### src/clcd_pkg.sv
// package: constants and types for the character display instruction decoder
package clcd_pkg;
  localparam int CLCD_CLK_HZ = 50_000_000;
  // instruction execution time in ns, as printed for the slowest oscillator setting
  localparam int CLCD_EXEC_NS = 26300;
  localparam int CLCD_EXEC_CYC = (CLCD_EXEC_NS * (CLCD_CLK_HZ / 1_000_000) + 999) / 1000;
  // register byte addresses
  localparam logic [11:0] CLCD_OFS_CMD = 12'h000;
  localparam logic [11:0] CLCD_OFS_DATA = 12'h004;
  localparam logic [11:0] CLCD_OFS_STAT = 12'h008;
  localparam logic [11:0] CLCD_OFS_CFG = 12'h00c;
  localparam logic [11:0] CLCD_OFS_ANALOG = 12'h010;
  localparam logic [11:0] CLCD_OFS_PINS = 12'h014;
  // address ranges of display, glyph and icon ram
  localparam logic [6:0] CLCD_DD_1L_MAX = 7'h4f;
  localparam logic [6:0] CLCD_DD_L1_MAX = 7'h27;
  localparam logic [6:0] CLCD_DD_L2_MIN = 7'h40;
  localparam logic [6:0] CLCD_DD_L2_MAX = 7'h67;
  localparam logic [6:0] CLCD_ICON_MAX = 7'h0f;
  localparam logic [6:0] CLCD_GLYPH_MAX = 7'h3f;
  // memory base in a shared 8-bit storage of 256 bytes
  localparam logic [7:0] CLCD_BASE_DD = 8'h00;
  localparam logic [7:0] CLCD_BASE_GL = 8'h80;
  localparam logic [7:0] CLCD_BASE_IC = 8'hc0;
  // reset values
  localparam logic CLCD_RST_INC = 1'b1;
  localparam logic CLCD_RST_LINES = 1'b0;
  localparam logic CLCD_RST_TABLE = 1'b0;
  localparam logic [2:0] CLCD_RST_TRIM = 3'h4;
  localparam logic [2:0] CLCD_RST_GAIN = 3'h2;
  localparam logic [5:0] CLCD_RST_CONTRAST = 6'h20;
  typedef enum logic [2:0] {
    CLCD_TGT_DD = 3'b001,
    CLCD_TGT_GL = 3'b010,
    CLCD_TGT_IC = 3'b100
  } clcd_tgt_t;
  typedef enum logic [3:0] {
    CLCD_ST_IDLE = 4'b0001,
    CLCD_ST_EXEC = 4'b0010,
    CLCD_ST_RAMW = 4'b0100,
    CLCD_ST_RAMR = 4'b1000
  } clcd_state_t;
endpackage

### src/clcd_mem_if.sv
// interface: port between decoder and its data memory
`timescale 1ns/1ps
interface clcd_mem_if;
  logic we;
  logic re;
  logic [7:0] addr;
  logic [7:0] wdata;
  logic [7:0] rdata;
  modport ctl (output we, output re, output addr, output wdata, input rdata);
  modport mem (input we, input re, input addr, input wdata, output rdata);
endinterface

### src/clcd_ram.sv
// module: byte memory holding display, glyph and icon data
`timescale 1ns/1ps
module clcd_ram #(
  parameter int DEPTH = 256
) (
  input wire logic clk_i,
  clcd_mem_if.mem port
);
  logic [7:0] mem_r [DEPTH];
  logic [7:0] rd_r;
  // the decoder maps three regions into exactly 256 bytes
  if (DEPTH != 256) begin : g_depth_chk
    $error("clcd_ram depth must be 256");
  end
  // write port, no reset on storage
  always_ff @(posedge clk_i) begin
    if (port.we) begin
      mem_r[port.addr] <= port.wdata;
    end
  end
  // registered read data
  always_ff @(posedge clk_i) begin
    if (port.re) begin
      rd_r <= mem_r[port.addr];
    end
  end
  assign port.rdata = rd_r;
endmodule // clcd_ram

### src/clcd_core.sv
// module: instruction decoder with ahb-lite register access
//
// The implementer's own choices: the register offsets and the AHB-Lite slave port.
`timescale 1ns/1ps
// What this block does
// [RQ1] high-bit command loads counter, targets display ram
// [RQ2] single-line display addresses 00h to 4fh
// [RQ3] two-line: 00h-27h first, 40h-67h second
// [RQ4] status read: busy on bit7, counter below
// [RQ5] host waits while busy before new instruction
// [RQ6] counter steps one after every data access
// [RQ7] data write stores byte into selected ram
// [RQ8] data read returns byte from selected ram
// [RQ9] first read without address set is invalid
// [RQ10] bias select: high quarter, low fifth
// [RQ11] bias ignored with both follower pins high
// [RQ12] trim code adjusts oscillator when clock pin high
// [RQ13] icon address loads four bits, selects icon
// [RQ14] icon enable bit switches icon display
// [RQ15] booster enable only under internal follower
// [RQ16] contrast split: two high, four low bits
// [RQ17] follower enable only under internal follower
// [RQ18] gain ratio only under internal follower
// [RQ19] extended commands only when table select high
// [RQ20] line select high means two lines
// [RQ21] step direction high increments, low decrements
// [RQ22] data read uses register select high
module clcd_core
  import clcd_pkg::*;
#(
  parameter int EXEC_CYC = CLCD_EXEC_CYC
) (
  input wire logic clk_i,
  input wire logic rst_b_i,
  input wire logic hsel_i,
  input wire logic [31:0] haddr_i,
  input wire logic [1:0] htrans_i,
  input wire logic hwrite_i,
  input wire logic [2:0] hsize_i,
  input wire logic [31:0] hwdata_i,
  input wire logic hready_i,
  output logic [31:0] hrdata_o,
  output logic hreadyout_o,
  output logic hresp_o,
  input wire logic follower_option_pin_a_i,
  input wire logic follower_option_pin_b_i,
  input wire logic clock_source_select_i,
  output logic bias_quarter_o,
  output logic [2:0] osc_trim_code_o,
  output logic icon_on_o,
  output logic booster_on_o,
  output logic follower_on_o,
  output logic [2:0] gain_ratio_o,
  output logic [5:0] contrast_code_o,
  output logic two_line_o
);
  // refuse counts that the 12-bit execution timer cannot hold
  if (EXEC_CYC < 2 || EXEC_CYC > 4095) begin : g_exec_chk
    $error("clcd_core exec count out of range");
  end
  ////////////////////////////////////////////////////////////////////////////
  // pin synchronisers
  logic [2:0] pin_s1_r;
  logic [2:0] pin_s2_r;
  always_ff @(posedge clk_i) begin
    if (!rst_b_i) begin
      pin_s1_r <= 3'h0;
      pin_s2_r <= 3'h0;
    end else begin
      pin_s1_r <= {clock_source_select_i, follower_option_pin_b_i, follower_option_pin_a_i};
      pin_s2_r <= pin_s1_r;
    end
  end
  logic ext_bias;
  logic int_follower;
  logic clk_src_hi;
  assign ext_bias = pin_s2_r[0] & pin_s2_r[1];
  assign int_follower = ~pin_s2_r[0] & ~pin_s2_r[1];
  assign clk_src_hi = pin_s2_r[2];
  ////////////////////////////////////////////////////////////////////////////
  // ahb-lite address phase capture
  logic ph_act_r;
  logic ph_wr_r;
  logic [11:0] ph_addr_r;
  logic busy_r;
  clcd_state_t state_r;
  logic stall;
  always_ff @(posedge clk_i) begin
    if (!rst_b_i) begin
      ph_act_r <= 1'b0;
      ph_wr_r <= 1'b0;
      ph_addr_r <= 12'h000;
    end else if (hreadyout_o) begin
      ph_act_r <= hsel_i & htrans_i[1] & hready_i;
      ph_wr_r <= hwrite_i;
      ph_addr_r <= haddr_i[11:0];
    end
  end
  logic cmd_wr;
  logic data_wr;
  logic data_rd;
  assign cmd_wr = ph_act_r & ph_wr_r & (ph_addr_r == CLCD_OFS_CMD);
  assign data_wr = ph_act_r & ph_wr_r & (ph_addr_r == CLCD_OFS_DATA);
  assign data_rd = ph_act_r & ~ph_wr_r & (ph_addr_r == CLCD_OFS_DATA); // see [RQ22]
  // a data read waits for the registered memory output
  assign stall = data_rd & (state_r != CLCD_ST_RAMR);
  assign hreadyout_o = ~stall;
  assign hresp_o = 1'b0;
  ////////////////////////////////////////////////////////////////////////////
  // configuration state
  logic inc_r;
  logic lines_r;
  logic table_r;
  logic bias_r;
  logic [2:0] trim_r;
  logic icon_r;
  logic boost_r;
  logic fol_r;
  logic [2:0] gain_r;
  logic [5:0] con_r;
  logic [6:0] ac_r;
  clcd_tgt_t tgt_r;
  logic primed_r;
  logic [7:0] cmd;
  logic accept;
  assign cmd = hwdata_i[7:0];
  // commands written while busy are dropped; software must poll first
  assign accept = cmd_wr & ~busy_r; // see [RQ5]
  function automatic logic [6:0] clcd_step(input logic [6:0] a, input logic up,
                                           input clcd_tgt_t t, input logic two);
    logic [6:0] n;
    n = up ? a + 7'h01 : a - 7'h01; // see [RQ21]
    if (t == CLCD_TGT_IC) begin
      n = n & CLCD_ICON_MAX;
    end else if (t == CLCD_TGT_GL) begin
      n = n & CLCD_GLYPH_MAX;
    end else if (!two) begin
      if (up && a == CLCD_DD_1L_MAX) n = 7'h00; // see [RQ2]
      else if (!up && a == 7'h00) n = CLCD_DD_1L_MAX;
    end else begin
      if (up && a == CLCD_DD_L1_MAX) n = CLCD_DD_L2_MIN; // see [RQ3]
      else if (up && a == CLCD_DD_L2_MAX) n = 7'h00;
      else if (!up && a == CLCD_DD_L2_MIN) n = CLCD_DD_L1_MAX;
      else if (!up && a == 7'h00) n = CLCD_DD_L2_MAX;
    end
    return n;
  endfunction
  // instruction decode of configuration commands
  always_ff @(posedge clk_i) begin
    if (!rst_b_i) begin
      inc_r <= CLCD_RST_INC;
      lines_r <= CLCD_RST_LINES;
      table_r <= CLCD_RST_TABLE;
      bias_r <= 1'b0;
      trim_r <= CLCD_RST_TRIM;
      icon_r <= 1'b0;
      boost_r <= 1'b0;
      fol_r <= 1'b0;
      gain_r <= CLCD_RST_GAIN;
      con_r <= CLCD_RST_CONTRAST;
    end else if (accept) begin
      if (cmd[7:2] == 6'b000001) begin
        inc_r <= cmd[1]; // see [RQ21]
      end else if (cmd[7:5] == 3'b001) begin
        lines_r <= cmd[3]; // see [RQ20]
        table_r <= cmd[0];
      end else if (table_r && cmd[7:4] == 4'b0001) begin
        bias_r <= cmd[3]; // see [RQ10] [RQ19]
        if (clk_src_hi) trim_r <= cmd[2:0]; // see [RQ12]
      end else if (table_r && cmd[7:4] == 4'b0101) begin
        icon_r <= cmd[3]; // see [RQ14]
        if (int_follower) boost_r <= cmd[2]; // see [RQ15]
        if (int_follower) con_r[5:4] <= cmd[1:0]; // see [RQ16]
      end else if (table_r && cmd[7:4] == 4'b0110 && int_follower) begin
        fol_r <= cmd[3]; // see [RQ17]
        gain_r <= cmd[2:0]; // see [RQ18]
      end else if (table_r && cmd[7:4] == 4'b0111 && int_follower) begin
        con_r[3:0] <= cmd[3:0]; // see [RQ16]
      end
    end
  end
  ////////////////////////////////////////////////////////////////////////////
  // address counter and target selection
  always_ff @(posedge clk_i) begin
    if (!rst_b_i) begin
      ac_r <= 7'h00;
      tgt_r <= CLCD_TGT_DD;
      primed_r <= 1'b0;
    end else if (accept && cmd[7]) begin
      ac_r <= cmd[6:0]; // see [RQ1]
      tgt_r <= CLCD_TGT_DD;
      primed_r <= 1'b1;
    end else if (accept && cmd[7:6] == 2'b01 && !table_r) begin
      ac_r <= {1'b0, cmd[5:0]};
      tgt_r <= CLCD_TGT_GL;
      primed_r <= 1'b1;
    end else if (accept && table_r && cmd[7:4] == 4'b0100) begin
      ac_r <= {3'h0, cmd[3:0]}; // see [RQ13]
      tgt_r <= CLCD_TGT_IC;
      primed_r <= 1'b1;
    end else if (data_wr || (data_rd && state_r == CLCD_ST_RAMR)) begin
      ac_r <= clcd_step(ac_r, inc_r, tgt_r, lines_r); // see [RQ6]
      if (data_rd) primed_r <= 1'b1; // see [RQ9]
    end
  end
  ////////////////////////////////////////////////////////////////////////////
  // execution timer and sequencing
  logic [11:0] cnt_r;
  always_ff @(posedge clk_i) begin
    if (!rst_b_i) begin
      state_r <= CLCD_ST_IDLE;
      cnt_r <= 12'h000;
    end else begin
      case (state_r)
        CLCD_ST_IDLE: begin
          if (accept) begin
            state_r <= CLCD_ST_EXEC;
            cnt_r <= 12'(EXEC_CYC - 1);
          end else if (data_rd) begin
            state_r <= CLCD_ST_RAMR;
          end
        end
        CLCD_ST_EXEC: begin
          if (cnt_r == 12'h000) state_r <= CLCD_ST_IDLE;
          else cnt_r <= cnt_r - 12'h001;
        end
        CLCD_ST_RAMR: state_r <= CLCD_ST_IDLE;
        default: state_r <= CLCD_ST_IDLE;
      endcase
    end
  end
  assign busy_r = (state_r == CLCD_ST_EXEC);
  ////////////////////////////////////////////////////////////////////////////
  // data memory
  clcd_mem_if mif ();
  logic [7:0] base;
  always_comb begin
    base = CLCD_BASE_DD;
    if (tgt_r == CLCD_TGT_GL) base = CLCD_BASE_GL;
    else if (tgt_r == CLCD_TGT_IC) base = CLCD_BASE_IC;
  end
  assign mif.we = data_wr; // see [RQ7]
  assign mif.re = data_rd & (state_r == CLCD_ST_IDLE); // see [RQ8]
  assign mif.addr = base | {1'b0, ac_r};
  assign mif.wdata = hwdata_i[7:0];
  clcd_ram #(.DEPTH(256)) u_ram (
    .clk_i(clk_i),
    .port(mif.mem)
  );
  ////////////////////////////////////////////////////////////////////////////
  // read mux
  always_comb begin
    hrdata_o = 32'h0000_0000;
    if (ph_addr_r == CLCD_OFS_CMD) begin
      hrdata_o = {24'h0, busy_r, ac_r}; // see [RQ4]
    end else if (ph_addr_r == CLCD_OFS_DATA) begin
      // unprimed first read gives zero instead of stale data
      hrdata_o = primed_r ? {24'h0, mif.rdata} : 32'h0; // see [RQ9]
    end else if (ph_addr_r == CLCD_OFS_STAT) begin
      hrdata_o = {21'h0, tgt_r, busy_r, ac_r};
    end else if (ph_addr_r == CLCD_OFS_CFG) begin
      hrdata_o = {29'h0, table_r, lines_r, inc_r};
    end else if (ph_addr_r == CLCD_OFS_ANALOG) begin
      hrdata_o = {12'h0, con_r, gain_r, fol_r, boost_r, icon_r, trim_r, bias_r, 4'h0};
    end else if (ph_addr_r == CLCD_OFS_PINS) begin
      hrdata_o = {29'h0, pin_s2_r};
    end
  end
  ////////////////////////////////////////////////////////////////////////////
  // analog control outputs
  assign bias_quarter_o = bias_r & ~ext_bias; // see [RQ11]
  assign osc_trim_code_o = trim_r;
  assign icon_on_o = icon_r;
  assign booster_on_o = boost_r & int_follower; // see [RQ15]
  assign follower_on_o = fol_r & int_follower; // see [RQ17]
  assign gain_ratio_o = gain_r;
  assign contrast_code_o = con_r;
  assign two_line_o = lines_r;
endmodule // clcd_core

### config.mk
export PLATFORM = sky130hd
export DESIGN_NAME = clcd_core
export DESIGN_NICKNAME = d
export VERILOG_FILES = /design/src/clcd_pkg.sv /design/src/clcd_mem_if.sv /design/src/clcd_ram.sv /design/src/clcd_core.sv
export SDC_FILE = /design/constraint.sdc
export NUM_CORES = 2
export LEC_CHECK = 0
export ABC_AREA = 1
export ABC_CLOCK_PERIOD_IN_PS = 2600
export BUFFER_PORTS_ARGS = -buffer_cell sky130_fd_sc_hd__buf_4
export CORE_ASPECT_RATIO = 0.75
export CORE_MARGIN = 2
export CORE_UTILIZATION = 45
export CTS_CLUSTER_SIZE = 20
export DETAILED_ROUTE_END_ITERATION = 8
export HOLD_SLACK_MARGIN = 0.12
export MAX_ROUTING_LAYER = met4
export SYNTH_ARGS = -nofsm -noshare
export SYNTH_HDL_FRONTEND = slang
export SYNTH_SLANG_ARGS = --single-unit
### constraint.sdc
create_clock -name clk_i -period 2.6 [get_ports clk_i]
set_input_delay 0.13 -clock clk_i [delete_from_list [all_inputs] [get_ports clk_i]]
set_output_delay 0.13 -clock clk_i [all_outputs]
set_load 0.05 [all_outputs]
After elaboration in Yosys (flattened, before gate mapping) --
Memory sizes are Yosys's and may differ from the RTL's. A register that Yosys moved wholly into a read port is not among the register bits. Cells that the tools add are included.
Storage, ports and cells: register bits after elaboration 66, memories kept 1, memory bits (read-only) 0, memory bits (writable) 2048, bits of input ports 77, latch bits 0, logic and storage cells 160
Cells by class: $mul 0, multiplexer cells 39, reductions and logical operators 40, add/subtract/negate cells 3, magnitude comparators 0, shift operators 0, bitwise gates (word level) 28, div/mod/pow operators 0, eq/ne operators 27
Memories:
- u_ram.mem_r | words 256, width 8, rd ports 1, clocked after memory_dff 1, wr ports 1, RTL line clcd_ram.sv:9 | logic [7:0] mem_r [DEPTH];
Operator list (count):
- 2-to-1 mux 20 bit | 5
- 2-to-1 mux 7 bit | 14
- == test 12 x 4 -> 1 bit (second input constant) | 2
- == test 12 x 5 -> 1 bit (second input constant) | 2
- zero test 12 bit | 2
- 2-to-1 mux 12 bit | 2
- 2-to-1 mux 8 bit | 3
- case mux 12 bit (2 select lines) | 1
- == test 7 bit (second input constant) | 3
- logical AND 1 bit | 17
- == test 4 x 3 -> 1 bit (second input constant) | 4
- AND 1 bit | 15
- == test 12 x 3 -> 1 bit (second input constant) | 1
- 2-to-1 mux 4 bit | 3
- NOT 1 bit | 12
- AND reduction 6 bit | 2
- subtractor 12 x 1 -> 12 bit (second input constant) | 1
- AND reduction 5 bit | 2
- == test 4 x 1 -> 1 bit (second input constant) | 2
- bitwise OR 8 x 7 -> 8 bit | 1
- case mux 4 bit (2 select lines) | 1
- nonzero test 4 bit | 2
- adder 7 x 1 -> 7 bit (second input constant) | 1
- == test 7 x 6 -> 1 bit (second input constant) | 1
- other kinds (25) | 38

Longest topological paths before layout --
depth in word-level cells 13, gate-level depth with buffers 17

Cells and area by module --
From an unflattened synthesis, not the netlist that was laid out.
Second synthesis, totals: cells, all modules 8603, area, all modules 88820.2 um^2
Modules (own cells, without submodules):
- clcd_ram | area an instance 84936.5 um^2, cells each 8021, sequential area each 61739.2 um^2, instances 1
- clcd_core | area an instance 3883.7 um^2, cells each 582, sequential area each 1301.2 um^2, instances 1

Worst setup path after synthesis --
No wires, ideal clock.
kind register to output, start register ph_addr_r[11], end output port hrdata_o[2], buffers on the path 0, cell stages (with the launch flop) 6, required time 2.470 ns, data arrival time 2.567 ns, slack -0.097 ns, path through dfxtp_1 nor2_1 nand3_1 inv_1 nand3_1 o311ai_0
On the way: longest elaborated chain between the ends 7, elaborated cells on any way between the ends 12, those cells by class eq/ne: 5; mux: 6; reduce/logical: 1
RTL lines:
- start, declared | RTL line clcd_core.sv:84 | logic [11:0] ph_addr_r;
- start signal, assigned | RTL line clcd_core.sv:96 | ph_addr_r <= haddr_i[11:0];
- == test 12 x 5 -> 1 bit | RTL line clcd_core.sv:265 | end else if (ph_addr_r == CLCD_OFS_PINS) begin
- 2-to-1 mux 3 bit | RTL line clcd_core.sv:265
- 2-to-1 mux 20 bit | RTL line clcd_core.sv:263 | end else if (ph_addr_r == CLCD_OFS_ANALOG) begin
- 2-to-1 mux 20 bit | RTL line clcd_core.sv:261 | end else if (ph_addr_r == CLCD_OFS_CFG) begin
- 2-to-1 mux 20 bit | RTL line clcd_core.sv:259 | end else if (ph_addr_r == CLCD_OFS_STAT) begin
- 2-to-1 mux 20 bit | RTL line clcd_core.sv:256 | end else if (ph_addr_r == CLCD_OFS_DATA) begin
- 2-to-1 mux 20 bit (*) | RTL line clcd_core.sv:254 | if (ph_addr_r == CLCD_OFS_CMD) begin
- end, declared | RTL line clcd_core.sv:42 | output logic [31:0] hrdata_o,
Every way passes the cells marked *; elsewhere a longest branch is shown, timed or not.

Worst setup path in the final report --
start register ph_addr_r[1], end output port hrdata_o[2]
Same word-level chain as after synthesis.

==> results.md <==
* Post-synthesis compound-gate area fraction at 2.06%
* R2r endpoint: u_ram.port.rdata[3]$_DFFE_PP_
* First-pass DRT Iterations at 8
* Sequential-to-total area share from yosys stat at 72.7%
* Area leader, netlist: edfxtp_1
* Syn Inst Count at 7,898
* Crit share post-route at 105%
* I/O Buffers at 66
* Post-route ant nets at 0
* Largest net degree at the start of global routing at 143
* R2R Setup Slk at -100 ps
* Starting density of the core at 45.3%
* Final core occ at 55.2%
* CTS Sinks at 2,121
* Post-synth EDFFs at 2,056
* Synth unique cells at 45
* Residual DRC at 0
* Reg area at 63,100 um2
* Initial antenna violation count at 8
* Seq cells post-synth at 2,121
* Max-slew headroom at 37.0%
* Final min period at 2740 ps
* Net Sw Frac at 20.1%
* Chip height at 384 um
* Multi-input gate area at 22,400 um2
* Die W at 511 um
* Crit end category: output pin
* Area grow syn2layout at 21.9%
* Post-route setup slack at -139 ps
* Final setup fails at 308
* First-pass GRT wire length at 391 mm
* Prevailing post-synth register cell: edfxtp_1
* Avg Inst Size Synth at 11.0 um2
* CTS buffer count at 199
* Hold WC Path Type: in2reg
* Hold path cells at 2
* Vias at 61,800
* Final net count at 8,776
* Root Driver: clkbuf_16
* Synth Area in XOR/XNOR at 0.0910%
* Switch Pwr at 13,600 uW
* Vias/cell at 5.42
* Proportion of synthesized area in mux cells at 0%
* RSZ-0062 raised after global routing: yes
* Slew Limit Fails at 0
* Final WL at 271 mm
* Synth Warn # at 0
* Status: finished, violations left
* Wire length per cell at 23.8 um
* RD Place Congestion at 0.949
* Mapped cell area at 86,700 um2
* Post-Synth Simple-Gate Area at 22.4%
* Largest family of logic cells by synthesized area: simple AND/OR/NAND/NOR gates
* Iteration-0 DRC count of the detailed router at 8,548
* VDD IR max at 0.646 mV
* Worst-Skew Late Latency at 840 ps
* GR Overflow Total at 0
* Largest cells by area after synthesis: edfxtp_1 (71%), nand2_1 (17%), nor2_1 (2.1%), dfxtp_1 (1.5%), nand3_1 (1.3%)
* Failing checks: setup timing
* Critical Path RT at 2470 ps
* Area of the core at 191,000 um2
* Power per cell area at 638 nW/um2
* Top-area cell type share of the netlist area at 71.2%
* Placed wire-length estimate at 169 mm
* Hold slack at 173 ps
* Combinational Power Share at 1.5%
* Reg clk slew, reported paths at 60 ps
* Crit path arrival time at 2610 ps
* Adder-Cell Fraction of Synth Area at 0.110%
* Clock Skews at 35.9 ps
* R2R cell count at 15
* Reg power frac at 55.6%
* Rows at 139
* IO Count at 128
* Die area at 196,000 um2
* Gr usage total at 27.7%
* CP max FO at 6
* Layout cell share with drive strength beyond 1 at 16.9%
* Max cap viols at 0
* Number of global-route vias before repair at 58,300
* R2R Path Start: ac_r[0]$_SDFFE_PN0P_
* Leakage at 0.0405 uW
* Synth top cells by count: nand2_1 (3,941), edfxtp_1 (2,056), nor2_1 (496)
* P_int at 53,800 uW
* Hold Startpoint: hwdata_i[3]
* Clock Path Buffers at 3
* CP startpoint kind: flip-flop
* Async SR Flop Fraction at 0%
* Slew @ Worst Pin at 946 ps
* Clock network fraction of total power at 42.9%
* TritonCTS clock tree: built
* Filler Cells Inserted at 16,100
* H-Tree Depth at 4
* Critical path class: reg2out
* Max Clk Rate at 365 MHz
* Hold EP: u_ram.mem_r[248][3]$_DFFE_PP_
* Final hold viol count at 0
* Most common cell in the synthesized netlist: nand2_1
critical path: stages (launching register included):
cell and delay (ps):
dfxtp_2 320, nor2_4 220, nand2_4 100, nor3_4 280, buf_6 170, inv_4 40, nor2_4 180, a31oi_1 120
o311ai_1 100, buf_4 260
flip-flops by register name, indices dropped and copies added, names as in the netlist, 6 cells and up:
register / count
ac_r: 7
cnt_r: 12
contrast_code_o: 6
ph_addr_r: 12
u_ram.mem_r: 2048
u_ram.port.rdata: 8
through the flow:
step                      setup slack, ps  instances  setup TNS (ps)  total power (uW)  instance area [um2]
after global placement               -417      10900          -16400             39100                96800
after global routing                 -223      11400          -62520             69100               106000
after floorplan                       183       7910               0             38400                86700
final                                -139      11400           -6150             67400               106000
after detailed placement             -414      10900          -24360             39100                96800
after CTS                            -126      11400            -258             67600               104000
how the worst max path moves through the flow:
stage                               endpoint                      start  cells after the start
6_report                         hrdata_o[2]  ph_addr_r[1]$_SDFFE_PN0N_                      9
5_1_grt                          hrdata_o[1]  ph_addr_r[1]$_SDFFE_PN0N_                     10
4_1_cts        u_ram.port.rdata[3]$_DFFE_PP_       ac_r[1]$_SDFFE_PN0P_                     14
3_5_place_dp   u_ram.port.rdata[3]$_DFFE_PP_       ac_r[1]$_SDFFE_PN0P_                     17
3_3_place_gp   u_ram.port.rdata[3]$_DFFE_PP_       ac_r[1]$_SDFFE_PN0P_                     17
2_1_floorplan  u_ram.mem_r[130][0]$_DFFE_PP_  ph_addr_r[4]$_SDFFE_PN0N_                     10
routing by layer:
layer / vias up / GRT usage (%) / share of wire, %
met4: 0 / 6.99 / 2.5
met3: 376 / 5.78 / 11
li1: 28100 / - / -
met2: 3145 / 39.3 / 43
met5: - / - / 0
met1: 30100 / 40.8 / 44
layout make-up:
cell class                 count  area share, %
antenna                        6         0.0142
tap                         2538           3.01
inverter                     113          0.448
timing repair buffer         988           9.61
clock inverter               102          0.893
clock buffer                 256           5.11
multi-input combinational   5269           21.2
sequential                  2121           59.7
layout by cell type (no fill, tap or decap), drive strengths merged, types with 11 or more instances in the layout:
master	synthesis	routed
nor3	18	18
nand3	220	220
nand2	3952	3952
buf	194	928
clkinv	3	78
inv	110	116
clkbuf	213	265
conb	1	13
o21ai	157	157
nand4	140	140
a22oi	30	30
a21oi	116	116
dfxtp	65	65
nor2	563	563
nor3b	11	11
dlygate4sd3	0	51
edfxtp	2056	2056
bufinv	0	16
what timing repair did:
action | 4_1_cts | 5_1_grt
hold buffers | 51 | 0
setup buffers | 19 | 16
setup endpoints to repair | 437 | 958
cloned | 0 | 9
resized for setup | 76 | 350
pin swaps | 17 | 18
hold endpoints to repair | 1928 | 0
power by group through the flow:
stage / Clock, uW / Combinational, uW / Sequential [uW]
floorplan: 0 / 151 / 38200
detailed placement: 0 / 921 / 38200
CTS: 29200 / 986 / 37500
global route: 30600 / 1060 / 37400
finish: 28900 / 1010 / 37500
global placement: 0 / 901 / 38200
cell families after synthesis:
kind of cell | Yosys count
AO/OA/AOI/OAI | 329
flip-flops | 2121
buffers and inverters | 520
adder cells (fa/ha/maj) | 7
AND/OR/NAND/NOR | 4911
XOR/XNOR | 9
other | 1
Power figures use the tool's default switching activity.
